==> src/qsp_pkg.sv <==
// constants, types and strap codes shared by the serial port
// assumes a single 40 MHz clock domain
package qsp_pkg;
  localparam logic [1:0] MODE_SINGLE_PLUS_PINS = 2'h0;
  localparam logic [1:0] MODE_THREE_STREAMS = 2'h1;
  localparam logic [1:0] MODE_FOUR_STREAMS = 2'h2;
  localparam logic [1:0] MODE_SINGLE_STREAM = 2'h3;
  localparam logic [1:0] FN_NONE = 2'h0;
  localparam logic [1:0] FN_MASTER = 2'h1;
  localparam logic [1:0] FN_SLAVE = 2'h2;
  localparam logic [1:0] FN_TWI = 2'h3;
  localparam logic [1:0] WIDTH_SINGLE = 2'h0;
  localparam logic [1:0] WIDTH_DUAL = 2'h1;
  localparam logic [1:0] WIDTH_QUAD = 2'h2;
  localparam int CLK_HZ = 40000000;
  // guard and byte gap: six sck periods, counted in half periods
  localparam int GUARD_PERIODS = 6;
  localparam logic [4:0] GUARD_HALVES = 5'(2 * GUARD_PERIODS);
  localparam logic [4:0] HALVES_SINGLE = 5'h10;
  localparam logic [4:0] HALVES_DUAL = 5'h08;
  localparam logic [4:0] HALVES_QUAD = 5'h04;
  localparam logic [2:0] LAST_BIT = 3'h7;
  typedef struct packed {
    logic cpol;
    logic cpha;
    logic [1:0] width;
    logic [2:0] div_log;
    logic [1:0] ss_sel;
  } qsp_cfg_type;
  typedef struct packed {
    logic write;
    logic last;
    logic [7:0] data;
  } qsp_cmd_type;
  typedef struct packed {
    logic [2:0] data_streams;
    logic pin_ctrl;
  } qsp_iface_type;
endpackage

==> src/qsp_port.sv <==
// serial port with strap-selected chip mode: master (1/2/4 lanes), slave, pin mux
// assumes straps stable after reset; pins resolved outside from out/oe pairs
// Behaviour
// - straps pick one of four modes
// - mode sets host interface counts
// - modes 01/10 force master, slave off
// - modes 00/11 enable at most one function (none for FN_NONE)
// - alternate-role pins ignore software pin control
// - host command chooses function and role
// - four active-low selects, 1-3 mapped by mode
// - lane mapping per transfer width
// - single duplex, dual and quad one-way
// - slave is single width full duplex
// - polarity sets idle clock level only
// - phase picks launch and sample edges
// - both ends share phase and polarity
// - phase and polarity change between transfers
// - each data line has one driver
// - select leads and trails by six periods
// - six idle periods between master bytes
// - slave takes bytes back to back
// - sck is clock over power of two
`timescale 1ns/1ps
module qsp_port (
  input wire logic mclk,
  input wire logic rst,
  input wire logic clk_en,
  input wire logic config_strap_hi,
  input wire logic config_strap_lo,
  input wire logic [1:0] fn_sel,
  input wire qsp_pkg::qsp_cfg_type cfg,
  input wire logic cmd_valid,
  output logic cmd_ready,
  input wire qsp_pkg::qsp_cmd_type cmd,
  output logic rx_valid,
  output logic [7:0] rx_data,
  output logic busy,
  input wire logic [7:0] slv_tx_data,
  output logic slv_tx_take,
  input wire logic sck_in,
  output logic sck_out,
  output logic sck_oe,
  input wire logic [3:0] lane_in,
  output logic [3:0] lane_out,
  output logic [3:0] lane_oe,
  input wire logic slave_select_in_n,
  output logic slave_select_out_0_n,
  input wire logic [3:0] sw_gp_out,
  input wire logic [3:0] sw_gp_oe,
  input wire logic twi_scl_low,
  input wire logic twi_sda_low,
  input wire logic suspend_indicator_out,
  output logic [3:0] gp_out,
  output logic [3:0] gp_oe,
  output logic [3:0] gp_sw_ignored,
  output logic [1:0] chip_mode,
  output qsp_pkg::qsp_iface_type iface,
  output logic master_en,
  output logic slave_en,
  output logic twi_en
);
  typedef enum logic [2:0] {M_IDLE, M_SETUP, M_SHIFT, M_GAP, M_HOLD} qsp_mstate_type;

  logic [1:0] strap_s1_ff, strap_s2_ff, strap_s3_ff;
  logic strap_done_ff;
  logic [2:0] strap_fill_ff;
  logic [1:0] mode_ff;
  logic multi_mode;
  qsp_mstate_type mst_ff;
  qsp_pkg::qsp_cfg_type fcfg_ff;
  logic write_ff, last_ff, sck_ff;
  logic [7:0] hcnt_ff, half_lim;
  logic [4:0] gcnt_ff, ecnt_ff, nhalves;
  logic [7:0] msr_ff, mrx_ff;
  logic [3:0] ss_ff;
  logic half_tick, guard_done, leading, m_sample, m_launch, take;
  logic [2:0] ss_s1_ff, ss_s2_ff, ss_s3_ff, ss_filt_ff;
  logic [7:0] ssr_ff, srx_ff;
  logic [2:0] sbit_ff;
  logic s_upd_sck, s_upd_ss, s_lead, s_sample, s_launch;
  logic [7:0] nxt_rx;

  // strap chain: caught once after reset release, when stages agree
  always_ff @(posedge mclk or posedge rst) begin
    if (rst) begin
      strap_s1_ff <= 2'h0;
      strap_s2_ff <= 2'h0;
      strap_s3_ff <= 2'h0;
      strap_done_ff <= 1'b0;
      strap_fill_ff <= 3'h0;
      mode_ff <= qsp_pkg::MODE_SINGLE_PLUS_PINS;
    end else if (clk_en) begin
      strap_s1_ff <= {config_strap_hi, config_strap_lo};
      strap_s2_ff <= strap_s1_ff;
      strap_s3_ff <= strap_s2_ff;
      // reset contents of the chain are not pin samples: wait until it has filled
      strap_fill_ff <= {strap_fill_ff[1:0], 1'b1};
      if (strap_fill_ff[2] && !strap_done_ff && strap_s2_ff == strap_s3_ff) begin
        mode_ff <= strap_s3_ff;
        strap_done_ff <= 1'b1;
      end
    end
  end

  assign chip_mode = mode_ff;
  assign multi_mode = mode_ff == qsp_pkg::MODE_THREE_STREAMS ||
                      mode_ff == qsp_pkg::MODE_FOUR_STREAMS;
  // the host picks the function; in multi-stream modes only master exists
  assign master_en = multi_mode || fn_sel == qsp_pkg::FN_MASTER;
  assign slave_en = !multi_mode && fn_sel == qsp_pkg::FN_SLAVE;
  assign twi_en = !multi_mode && fn_sel == qsp_pkg::FN_TWI;

  always_comb begin
    case (mode_ff)
      qsp_pkg::MODE_SINGLE_PLUS_PINS: iface = '{data_streams: 3'h1, pin_ctrl: 1'b1};
      qsp_pkg::MODE_THREE_STREAMS: iface = '{data_streams: 3'h3, pin_ctrl: 1'b1};
      qsp_pkg::MODE_FOUR_STREAMS: iface = '{data_streams: 3'h4, pin_ctrl: 1'b0};
      default: iface = '{data_streams: 3'h1, pin_ctrl: 1'b0};
    endcase
  end

  // master timing: half period is 2^div_log clocks, sck = mclk / 2^(div_log+1)
  assign half_lim = 8'((9'h1 << fcfg_ff.div_log) - 9'h1);
  assign half_tick = hcnt_ff == half_lim;
  assign guard_done = gcnt_ff == qsp_pkg::GUARD_HALVES;
  assign nhalves = fcfg_ff.width == qsp_pkg::WIDTH_QUAD ? qsp_pkg::HALVES_QUAD :
                   fcfg_ff.width == qsp_pkg::WIDTH_DUAL ? qsp_pkg::HALVES_DUAL :
                   qsp_pkg::HALVES_SINGLE;
  assign leading = !ecnt_ff[0];
  assign m_sample = half_tick && (leading ^ fcfg_ff.cpha);
  // cpha 1 launches on leading edges; the first bit is already on the line
  assign m_launch = half_tick && !(leading ^ fcfg_ff.cpha) &&
                    !(fcfg_ff.cpha && ecnt_ff == 5'h0);
  assign cmd_ready = master_en && (mst_ff == M_IDLE || (mst_ff == M_GAP && guard_done));
  assign take = cmd_ready && cmd_valid;
  assign busy = mst_ff != M_IDLE;

  always_comb begin
    case (fcfg_ff.width)
      qsp_pkg::WIDTH_QUAD: nxt_rx = {mrx_ff[3:0], lane_in};
      qsp_pkg::WIDTH_DUAL: nxt_rx = {mrx_ff[5:0], lane_in[1:0]};
      default: nxt_rx = {mrx_ff[6:0], lane_in[1]};
    endcase
  end

  always_ff @(posedge mclk or posedge rst) begin
    if (rst) begin
      mst_ff <= M_IDLE;
      fcfg_ff <= '0;
      write_ff <= 1'b0;
      last_ff <= 1'b0;
      sck_ff <= 1'b0;
      hcnt_ff <= 8'h0;
      gcnt_ff <= 5'h0;
      ecnt_ff <= 5'h0;
      msr_ff <= 8'h0;
      mrx_ff <= 8'h0;
      ss_ff <= 4'hF;
    end else if (clk_en) begin
      hcnt_ff <= half_tick ? 8'h0 : hcnt_ff + 8'h1;
      if (half_tick && !guard_done) begin
        gcnt_ff <= gcnt_ff + 5'h1;
      end
      if (take) begin
        msr_ff <= cmd.data;
        write_ff <= cmd.write;
        last_ff <= cmd.last;
        hcnt_ff <= 8'h0;
        gcnt_ff <= 5'h0;
        ecnt_ff <= 5'h0;
      end
      case (mst_ff)
        M_IDLE: begin
          sck_ff <= cfg.cpol;
          if (take) begin
            fcfg_ff <= cfg;
            sck_ff <= cfg.cpol;
            ss_ff <= ~(4'h1 << cfg.ss_sel);
            mst_ff <= M_SETUP;
          end
        end
        M_SETUP: begin
          if (guard_done) begin
            mst_ff <= M_SHIFT;
            hcnt_ff <= 8'h0;
          end
        end
        M_SHIFT: begin
          if (half_tick) begin
            sck_ff <= ~sck_ff;
            ecnt_ff <= ecnt_ff + 5'h1;
            if (ecnt_ff == nhalves - 5'h1) begin
              gcnt_ff <= 5'h0;
              mst_ff <= last_ff ? M_HOLD : M_GAP;
            end
          end
          if (m_sample) begin
            mrx_ff <= nxt_rx;
          end
          if (m_launch) begin
            case (fcfg_ff.width)
              qsp_pkg::WIDTH_QUAD: msr_ff <= {msr_ff[3:0], 4'h0};
              qsp_pkg::WIDTH_DUAL: msr_ff <= {msr_ff[5:0], 2'h0};
              default: msr_ff <= {msr_ff[6:0], 1'b0};
            endcase
          end
        end
        M_GAP: begin
          if (take) begin
            mst_ff <= M_SHIFT;
          end
        end
        M_HOLD: begin
          if (guard_done) begin
            ss_ff <= 4'hF;
            mst_ff <= M_IDLE;
          end
        end
        default: mst_ff <= M_IDLE;
      endcase
    end
  end

  // slave: sck, select and mosi pass three flops; an sck or select change counts once 2 and 3 agree
  assign s_upd_sck = ss_s2_ff[0] == ss_s3_ff[0] && ss_s3_ff[0] != ss_filt_ff[0];
  assign s_upd_ss = ss_s2_ff[1] == ss_s3_ff[1] && ss_s3_ff[1] != ss_filt_ff[1];
  assign s_lead = ss_s3_ff[0] != cfg.cpol;
  assign s_sample = slave_en && !ss_filt_ff[1] && s_upd_sck && (s_lead ^ cfg.cpha);
  assign s_launch = slave_en && !ss_filt_ff[1] && s_upd_sck && !(s_lead ^ cfg.cpha);

  always_ff @(posedge mclk or posedge rst) begin
    if (rst) begin
      ss_s1_ff <= 3'h2;
      ss_s2_ff <= 3'h2;
      ss_s3_ff <= 3'h2;
      ss_filt_ff <= 3'h2;
    end else if (clk_en) begin
      ss_s1_ff <= {lane_in[0], slave_select_in_n, sck_in};
      ss_s2_ff <= ss_s1_ff;
      ss_s3_ff <= ss_s2_ff;
      if (s_upd_sck) begin
        ss_filt_ff[0] <= ss_s3_ff[0];
      end
      if (s_upd_ss) begin
        ss_filt_ff[1] <= ss_s3_ff[1];
      end
      ss_filt_ff[2] <= ss_s3_ff[2];
    end
  end

  always_ff @(posedge mclk or posedge rst) begin
    if (rst) begin
      ssr_ff <= 8'h0;
      srx_ff <= 8'h0;
      sbit_ff <= 3'h0;
    end else if (clk_en) begin
      if (s_upd_ss && !ss_s3_ff[1]) begin
        sbit_ff <= 3'h0;
        ssr_ff <= slv_tx_data;
      end else begin
        if (s_sample) begin
          srx_ff <= {srx_ff[6:0], ss_s3_ff[2]};
          sbit_ff <= sbit_ff + 3'h1;
        end
        // next byte loads straight after the last bit, no gap needed
        if (s_launch) begin
          ssr_ff <= sbit_ff == 3'h0 ? slv_tx_data : {ssr_ff[6:0], 1'b0};
        end
      end
    end
  end

  assign slv_tx_take = (s_upd_ss && !ss_s3_ff[1] && slave_en) ||
                       (s_launch && sbit_ff == 3'h0 && !s_upd_ss);

  always_ff @(posedge mclk or posedge rst) begin
    if (rst) begin
      rx_valid <= 1'b0;
      rx_data <= 8'h0;
    end else if (clk_en) begin
      rx_valid <= 1'b0;
      if (mst_ff == M_SHIFT && half_tick && ecnt_ff == nhalves - 5'h1) begin
        rx_valid <= 1'b1;
        rx_data <= m_sample ? nxt_rx : mrx_ff;
      end else if (s_sample && sbit_ff == qsp_pkg::LAST_BIT && !s_upd_ss) begin
        rx_valid <= 1'b1;
        rx_data <= {srx_ff[6:0], ss_s3_ff[2]};
      end
    end
  end

  // lane drivers
  always_comb begin
    lane_out = 4'h0;
    lane_oe = 4'h0;
    if (slave_en) begin
      lane_out[1] = ssr_ff[7];
      lane_oe[1] = !ss_filt_ff[1];
    end else if (master_en && busy) begin
      case (fcfg_ff.width)
        qsp_pkg::WIDTH_QUAD: begin
          lane_out = msr_ff[7:4];
          lane_oe = {4{write_ff}};
        end
        qsp_pkg::WIDTH_DUAL: begin
          lane_out = {2'h0, msr_ff[7:6]};
          lane_oe = {2'h0, {2{write_ff}}};
        end
        default: begin
          lane_out = {3'h0, msr_ff[7]};
          lane_oe = 4'h1;
        end
      endcase
    end
  end

  assign sck_out = sck_ff;
  assign sck_oe = master_en;
  assign slave_select_out_0_n = ss_ff[0];

  // general pins, registered; software control ignored while in an alternate role
  always_ff @(posedge mclk or posedge rst) begin
    if (rst) begin
      gp_out <= 4'h0;
      gp_oe <= 4'h0;
      gp_sw_ignored <= 4'h0;
    end else if (clk_en) begin
      gp_out <= sw_gp_out;
      gp_oe <= sw_gp_oe;
      gp_sw_ignored <= 4'h0;
      if (multi_mode) begin
        gp_out[1:0] <= ss_ff[2:1];
        gp_oe[1:0] <= 2'h3;
        gp_sw_ignored[1:0] <= 2'h3;
      end else if (twi_en || mode_ff == qsp_pkg::MODE_SINGLE_STREAM) begin
        gp_out[1:0] <= 2'h0;
        gp_oe[1:0] <= {twi_sda_low && twi_en, twi_scl_low && twi_en};
        gp_sw_ignored[1:0] <= 2'h3;
      end
      if (mode_ff == qsp_pkg::MODE_FOUR_STREAMS) begin
        gp_out[2] <= ss_ff[3];
        gp_oe[2] <= 1'b1;
        gp_sw_ignored[3:2] <= 2'h3;
        gp_oe[3] <= 1'b0;
      end else if (mode_ff == qsp_pkg::MODE_SINGLE_STREAM) begin
        gp_out[2] <= suspend_indicator_out;
        gp_oe[2] <= 1'b1;
        gp_sw_ignored[3:2] <= 2'h3;
        gp_oe[3] <= 1'b0;
      end
    end
  end
endmodule

==> config.mk <==
export PLATFORM = sky130hd
export DESIGN_NAME = qsp_port
export DESIGN_NICKNAME = d
export VERILOG_FILES = /design/src/qsp_pkg.sv /design/src/qsp_port.sv
export SDC_FILE = /design/constraint.sdc
export NUM_CORES = 1
export LEC_CHECK = 0
export BUFFER_PORTS_ARGS = -buffer_cell sky130_fd_sc_hd__buf_2
export CAP_MARGIN = 20
export CORE_AREA = 8 8 110 162
export CTS_CLUSTER_DIAMETER = 50
export DETAILED_ROUTE_END_ITERATION = 10
export DIE_AREA = 0 0 118 170
export GPL_ROUTABILITY_DRIVEN = 0
export HOLD_SLACK_MARGIN = 0.08
export PLACE_DENSITY_LB_ADDON = 0.05
export SLEW_MARGIN = 15
export SYNTH_ARGS = -nofsm -noshare
export SYNTH_HDL_FRONTEND = slang
export SYNTH_SLANG_ARGS = --single-unit
==> constraint.sdc <==
create_clock -name mclk -period 4.3 [get_ports mclk]
set_clock_uncertainty 0.05 [all_clocks]
set_input_delay 1.29 -clock mclk [delete_from_list [all_inputs] [get_ports mclk]]
set_output_delay 1.29 -clock mclk [all_outputs]
set_load 0.05 [all_outputs]
**After elaboration in Yosys (flattened, before gate mapping)**

Index checks and enable logic that the tools add are counted.

- Register bits after elaboration: 112
- Input port bits: 52
- Output and inout port bits: 44
- Word-level logic and storage cells: 205

- Add/subtract/negate cells: 6
- Equality and inequality tests: 28
- Shifts and indexed selects: 2
- Muxes and demuxes: 65
- Bitwise operators: 5
- Reductions and logical operators: 67

Operator list:

| cell | count |
|---|---|
| two-way mux 8 bit | 13 |
| two-way mux 5 bit | 10 |
| case mux 8 bit (2 select lines) | 2 |
| logical AND 1 bit | 29 |
| two-way mux 3 bit | 9 |
| two-way mux 2 bit | 12 |
| case mux 4 bit (2 select lines) | 3 |
| two-way mux 4 bit | 4 |
| AND reduction 2 bit | 8 |
| case mux 3 bit (5 select lines) | 1 |
| case mux 4 bit (3 select lines) | 1 |
| adder 5 x 1 -> 5 bit (second input constant) | 2 |
| == test 2 bit (second input constant) | 5 |
| zero test 1 bit | 10 |
| inequality test 2 bit (second input constant) | 5 |
| nonzero test 2 bit | 5 |
| two-way mux 1 bit | 9 |
| AND reduction 3 bit | 3 |
| adder 8 x 1 -> 8 bit (second input constant) | 1 |
| == test 8 bit | 1 |
| << shifter 1 x 3 -> 8 bit (first input constant) | 1 |
| subtractor 8 x 1 -> 8 bit (second input constant) | 1 |
| AND reduction 7 bit | 1 |
| == test 2 x 1 -> 1 bit (second input constant) | 3 |
| other kinds (22) | 34 |

**Longest topological paths before layout**

Gate-level depths: netlist of run 1.

- Depth in word-level cells: 11
- Gate-level depth with buffers: 12
- Mapped depth without buffers: 10

**Least setup slack after synthesis of run 1**

No wires, ideal clock.

- Path type: input to output
- Start point: input port fn_sel[0]
- End point: output port lane_oe[1]
- Data arrival time: 3273 ps
- Slack: -313 ps
- Cell stages on the path: 3
- Cell sequence: nor3b_1 > nand2b_1 > o31ai_1

- Longest elaborated chain between the ends: 5
- Elaborated cells on any way between the ends: 7

RTL lines:

| item | RTL line | text |
|---|---|---|
| from (decl) | qsp_port.sv:30 | `input wire logic [1:0] fn_sel,` |
| == test 2 x 1 -> 1 bit | qsp_port.sv:109 | `assign master_en = multi_mode \|\| fn_sel == qsp_pkg::FN_MASTER;` |
| logical OR 1 bit | qsp_port.sv:109 |  |
| logical AND 1 bit | qsp_port.sv:299 | `end else if (master_en && busy) begin` |
| two-way mux 4 bit | qsp_port.sv:299 |  |
| two-way mux 1 bit (*) | qsp_port.sv:296 | `if (slave_en) begin` |
| to (decl) | qsp_port.sv:45 | `output logic [3:0] lane_oe,` |

Mark *: on every way between the ends. The rest lies on a longest branch, timed or not.

**Final worst setup path of run 1**

- Start point: input port cfg[8] (netlist name)
- End point: output port slv_tx_take

- Longest elaborated chain between the ends: 7

RTL lines:

| item | RTL line | text |
|---|---|---|
| from (decl) | qsp_port.sv:31 | `input wire qsp_pkg::qsp_cfg_type cfg,` |
| inequality test 1 bit | qsp_port.sv:227 | `assign s_lead = ss_s3_ff[0] != cfg.cpol;` |
| XOR 1 bit | qsp_port.sv:229 | `assign s_launch = slave_en && !ss_filt_ff[1] && s_upd_sck && !(s_lead ^ cfg.cpha);` |
| zero test 1 bit | qsp_port.sv:229 |  |
| logical AND 1 bit | qsp_port.sv:229 |  |
| logical AND 1 bit (2 in series) | qsp_port.sv:274 | `(s_launch && sbit_ff == 3'h0 && !s_upd_ss);` |
| logical OR 1 bit | qsp_port.sv:273 | `assign slv_tx_take = (s_upd_ss && !ss_s3_ff[1] && slave_en) \|\|` |
| to (decl) | qsp_port.sv:39 | `output logic slv_tx_take,` |

No other way between the ends.

==> results of run 1 <==
[worst max path at each step]
stage,from,end
floorplan,fn_sel[0],lane_oe[1]
global placement,cfg[8],slv_tx_take
detailed placement,cfg[8],slv_tx_take
CTS,cfg[8],slv_tx_take
global route,cfg[8],slv_tx_take
finish,cfg[8],slv_tx_take
[power groups by stage]
| stage | Sequential (mW) | Combinational [mW] | Clock (mW) |
|---|---|---|---|
| after floorplan | 1.68 | 0.984 | 0 |
| after global routing | 1.59 | 1.60 | 0.862 |
| final | 1.55 | 1.46 | 0.790 |
| after detailed placement | 1.57 | 1.47 | 0 |
| after global placement | 1.56 | 1.45 | 0 |
| after CTS | 1.55 | 1.48 | 0.826 |
[per-layer routing]
| layer | GRT usage | up-vias |
|---|---|---|
| li1 | - | 2339 |
| met1 | 0.169 | 2311 |
| met2 | 0.280 | 95 |
| met3 | 0.0235 | 27 |
| met4 | 0.0761 | 0 |
| met5 | 0 | - |
[cell type report]
type | count | share of cell area
Clock buffer | 11 | 0.0347
Clock inverter | 5 | 0.00466
Antenna cell | 1 | 0.000358
Sequential cell | 110 | 0.395
Multi-Input combinational cell | 427 | 0.428
Inverter | 31 | 0.0170
Tap cell | 203 | 0.0363
Timing Repair Buffer | 107 | 0.0836
[placed cells by master (no fill, tap or decap), drive strengths merged, types with 4 or more instances in the layout]
cell type and n:
xnor2 6, nor2 43, nor3b 4, a31oi 9
nand2b 8, a221o 8, nor3 10, o22a 6
mux2i 30, mux2 40, dfrtp 102, and3 12
ha 16, buf 107, or3 4, nand2 51
inv 31, clkbuf 11, nand4 4, a22o 9
a21oi 29, nand3 18, and2 4, dfstp 8
a22oi 9, xor2 6, clkinv 5, or2 4
o21ai 54
[cells by family (layout without fill, tap and decap cells)]
family	count (synthesis)	in the layout	synth area share
compound gates	153	153	0.172
xor+xnor	12	12	0.0174
fa+ha+maj	16	16	0.0332
buf+inv	69	154	0.0493
flops	110	110	0.458
mux	70	70	0.124
other cells	0	1	0
simple gates	176	176	0.146
[registers in the layout, summed over array words and instances (netlist names), 3 cells and up]
name	flops
gcnt_ff	5
gp_oe	4
fcfg_ff	6
gp_out	4
ss_s1_ff	3
ecnt_ff	5
ss_ff	4
sbit_ff	3
mrx_ff	8
ssr_ff	8
rx_data	8
hcnt_ff	8
strap_fill_ff	3
srx_ff	7
mst_ff	3
ss_s3_ff	3
msr_ff	8
ss_s2_ff	3
[worst max-delay path: stages]
cell	delay (ns)
buf_2	0.11
xor2_1	0.15
buf_4	0.15
mux2i_1	0.14
or4b_4	0.51
a21oi_2	0.13
o21a_1	0.16
buf_6	0.17
[stage by stage]
stage,utilization,cell area (sq um)
5_1_grt,0.451,6990
4_1_cts,0.451,6990
2_1_floorplan,-,6040
3_5_place_dp,0.432,6700
3_3_place_gp,0.432,6700
6_report,0.451,6990
==> run summary, run 1 <==
Status - finished clean
Vias - 4772
Yosys top cell area share - 0.423
Final std cells w/o fill - 895
Hold endpoint - strap_done_ff
Pre-CTS WS - -0.103 ns
Clock network power share - 0.208
Peak supply drop - 0.274 mV
Final worst slack - 0.147 ns
LEAKAGE - 3.15 nW
Rows - 56
IO Pins - 96
Largest net degree at the start of global routing - 74
Global-route wire length before repair - 24900 um
Starting DRT DRC Count - 184
Layout cells sized above 1 - 0.272
Total power - 3.80 mW
H-tree depth - 3
Crit path kind - input port to output port
Switch share - 0.417
CP Data Required Time - 2.96 ns
R2R cell count - 8
RR Startpoint - fcfg_ff[3]
Top_reg_cell synth - dfrtp_1
Vias in the first global route - 4946
I/O Buffers - 95
Syn Inst Count - 606
Clock sink total - 110
WL met2 - 7890 um
Layout Area Growth over Synthesis - 15.7%
DP Wirelength - 11100 um
FF+latch count, synth - 110
Max cap viols - 0
Yosys cell types - 64
Multi-input logic area - 2990 sq um
CTS tree - built
Pwr/cell area - 544 nW/um^2
Synth area leader - dfrtp_1
Post-CTS sizing - 4
Ys Warns - 0
Post-synth EDFFs - 0
CTS Root Cell - clkbuf_16
Core area - 15500 sq um
Drt wl/cell - 16.8 um
Die Span Y - 170 um
Post-synth top cells - 102 x dfrtp_1, 52 x o21ai_0, 51 x nand2_1
Cell with the most instances after synthesis - dfrtp_1
Synthesized area per cell - 9.96 sq um
Syn_nets - 674
Post-route setup TNS - 0 ns
Post-CTS Setup Bufs - 0
Hold path cells - 1
Remaining DRCs - 0
CTS Buffer Depth - 2
Fin. Hold Viols - 0
Register area share after synthesis - 0.458
Drt first pass iters - 4
Routed length on met1 - 6230 um
Ys async rst share - 1.00
CP Max Fanout - 2
Hold_sp - strap_done_ff
Total grt overflow - 0
Startpoint types - input port
DR WL met3 - 448 um
Via density - 5.33
Die Wd - 118 um
Worst-margin pin slew - 0.960 ns
Slew Limit Fails - 0
Hold WS - 0.416 ns
Clk_lat worst skew - 0.36 ns
Net Switching - 1.58 mW
Combinational Power Share - 0.384
Highest routed metal layer - met4
FILL cells - 1467
Final WL - 15000 um
Flop pwr share - 0.408
Fin crit share - 0.966
Min Tclk post-route - 4.15 ns
Die ar. - 20100 sq um
Hold Path Class - register to register
Setup crit end kind - output port
Arr. time, crit path - 2.81 ns
Antenna violations before repair - 1
Hold bufs inserted after CTS - 0
Initial Utilization - 0.390
Final #Nets - 754
Endpoints failing setup - 0
DP Cell Count - 878
ANT nets after route - 0
Register area - 2760 sq um
Clk slew on worst S/H paths - 0.07 ns
Pint - 2.22 mW
Relative slew slack - 0.360
RSZ-0062 raised after global routing - no
TritonCTS buffer count - 9
Reg2Reg Setup Slack - 0.69 ns
Synth top area cells - dfrtp_1 42%, mux2_2 7.5%, mux2i_1 5.0%, o21ai_0 4.3%, dfstp_2 3.5%
Reg-to-Reg End - mrx_ff[6]
Syn Std Cell Area - 6040 sq um
Max Freq - 0.241 GHz
Global-route usage over all layers - 0.153
No activity file was read; power rests on OpenSTA's default activity.
==> run 2: changes to the inputs <==
==> constraint.sdc (replaced) <==
create_clock -name mclk -period 4.3 [get_ports mclk]
set_clock_uncertainty 0.05 [all_clocks]
set_input_delay 0.215 -clock mclk [delete_from_list [all_inputs] [get_ports mclk]]
set_output_delay 0.215 -clock mclk [all_outputs]
set_load 0.05 [all_outputs]
==> run 2 against run 1 <==
First-iteration DRC count up 67%. Combinational power about the same. Power up 2.1%. Fmax up 20%. Non-clock buffer count up 16. Worst hold slack worse by 0.32 ns. Clock power up 9.4%. Global-route usage about the same. Sequential power about the same. Final area up 2.7%. Final cell count up 1.7%. Critical path type is now register to register. Highest routed layer unchanged.
==> run summary, run 2 (synthesis gave the netlist of run 1 again) <==
Status - finished clean
CTS Buffer Depth - 2 (unchanged)
Fin crit share - 0.804 (-0.162)
Min Tclk post-route - 3.46 ns (-0.697 ns)
Clk slew on worst S/H paths - 0.08 ns (about the same)
Clk_lat worst skew - 0.35 ns (about the same)
IO Pins - 96 (unchanged)
Starting DRT DRC Count - 307 (+67%)
Rows - 56 (unchanged)
Register area - 2760 sq um (unchanged)
Max cap viols - 0 (unchanged)
Hold Path Class - input port to register
Max Freq - 0.289 GHz (+20%)
Final #Nets - 770 (+2.1%)
Setup crit end kind - register
Remaining DRCs - 0 (unchanged)
H-tree depth - 3 (unchanged)
Die ar. - 20100 sq um (unchanged)
LEAKAGE - 3.22 nW (+2.3%)
Largest net degree at the start of global routing - 79 (+6.8%)
Most frequent cells in the layout - 102 x dfrtp_1, 95 x buf_2, 52 x o21ai_0, 51 x nand2_1, 41 x nor2_1
Crit path kind - register to register
Antenna violations before repair - 0 (-1)
ANT nets after route - 0 (unchanged)
Vias - 4823 (+1.1%)
Arr. time, crit path - 3.63 ns (+0.82 ns)
TritonCTS buffer count - 9 (unchanged)
Die Wd - 118 um (unchanged)
Placement Cell Area - 6640 sq um (-0.82%)
Post-route setup TNS - 0 ns (unchanged)
Vias in the first global route - 4965 (+0.38%)
Worst-margin pin slew - 0.953 ns (-0.00696 ns)
Max incr delay on CP - 0.52 ns (about the same)
Die Span Y - 170 um (unchanged)
Initial Utilization - 0.390 (unchanged)
Via density - 5.30 (-0.60%)
Buf/Inv on CP - 0 (-3)
CP Max Fanout - 13 (+11)
RSZ-0062 raised after global routing - no
Most common cell after layout, fill and taps aside - dfrtp_1
Endpoints failing setup - 0 (unchanged)
Multi-input logic area - 2980 sq um (-0.42%)
DP Wirelength - 11100 um (+0.34%)
Post-CTS sizing - 0 (-4)
Core area - 15500 sq um (unchanged)
Antenna diodes - 0 (-1)
Clock sink total - 110 (unchanged)
Top Family by Delay on Critical Path - simple AND/OR/NAND/NOR gates
Fin area - 7180 sq um (+2.7%)
CP Data Required Time - 4.48 ns (+1.52 ns)
Final WL - 15200 um (+1.1%)
Drt wl/cell - 16.7 um (-0.52%)
Peak supply drop - 0.222 mV (-19%)
FILL cells - 1455 (-0.82%)
Global-route wire length before repair - 25000 um (+0.30%)
Relative slew slack - 0.365 (+0.00464)
CTS Root Cell - clkbuf_16
Global-route usage over all layers - 0.153 (about the same)
Startpoint types - register
Total grt overflow - 0 (unchanged)
Layout Area Growth over Synthesis - 18.8%
CTS tree - built
I/O Buffers - 95 (unchanged)
Critical-path cell list - or3_1 > ha_1 > xnor2_1 > mux2i_1 > a21oi_1 > and3_1 > nand4_1 > nor2_2 > mux2_2
Slew Limit Fails - 0 (unchanged)
Pwr/cell area - 541 nW/um^2 (-0.59%)
Layout cells sized above 1 - 0.257 (-0.0146)
Drt first pass iters - 4 (unchanged)
Critical path's slowest cell - nor2_2
Fin. Hold Viols - 0 (unchanged)
[run 2: cell types whose count changed in the layout (fill, tap and decap cells not counted), moves of 2 or more]
cell           before  now
dlygate4sd3_1       0   20
buf_4              11    7
inv_8               0    2
clkinv_2            3    0
[run 2: stage by stage]
stage               total power, mW  hold slack [ns]  setup WS (ns)   util  instances
finish                         3.88           0.0921          0.844  0.463        910
global route                   4.14           0.0925          0.555  0.463        910
CTS                            3.93           0.0823          0.872  0.462        909
detailed placement             3.03            0.379          0.864  0.429        873
global placement               3.00            0.359          0.976  0.429        873
floorplan                      2.66            0.227          0.244      -        606
[run 2: final timing paths]
kind | startpoint | to | slack, ns | depth (start not counted)
max reg2reg | fcfg_ff[3] | mrx_ff[5] | 0.84 | 9
min | twi_scl_low | gp_oe[0] | 0.09 | 3
min in group asynchronous | rst | strap_s1_ff[1] | 0.33 | 3
max in group asynchronous | rst | ss_ff[0] | 3.07 | 4
min reg2reg | strap_fill_ff[0] | strap_fill_ff[0] | 0.41 | 1
max | fcfg_ff[3] | mrx_ff[5] | 0.84 | 9
[run 2: worst min-delay path: cells and delay by family]
kind                   cells  cell delay (ns)
AND/OR/NAND/NOR            1             0.09
buffers and inverters      1             0.07
AO/OA/AOI/OAI              1             0.07
[run 2: power breakdown]
group          internal [mW]  total [mW]  switching (mW)
clock                  0.463       0.864           0.400
sequential              1.30        1.55           0.255
combinational          0.517        1.47           0.949
total                   2.28        3.88            1.60
[run 2: cell type report]
type / instances / area share
clock buffer: 10 / 0.0319
clock inverter: 6 / 0.0108
inverter: 31 / 0.0166
multi-input combinational: 427 / 0.415
sequential: 110 / 0.385
tap: 203 / 0.0354
timing repair buffer: 123 / 0.105
[run 2: layer usage]
layer,up-vias,global-route usage,part of all wire
met3,13,0.0282,0.028
li1,2371,-,-
met4,0,0.0565,0.013
met2,83,0.284,0.54
met5,-,0,0
met1,2356,0.171,0.42
[run 2: timing repair]
item / 4_1_cts / 5_1_grt
endpoints found under the hold margin: 22 / 0
setup buffers: 0 / 0
hold buffers: 20 / 0
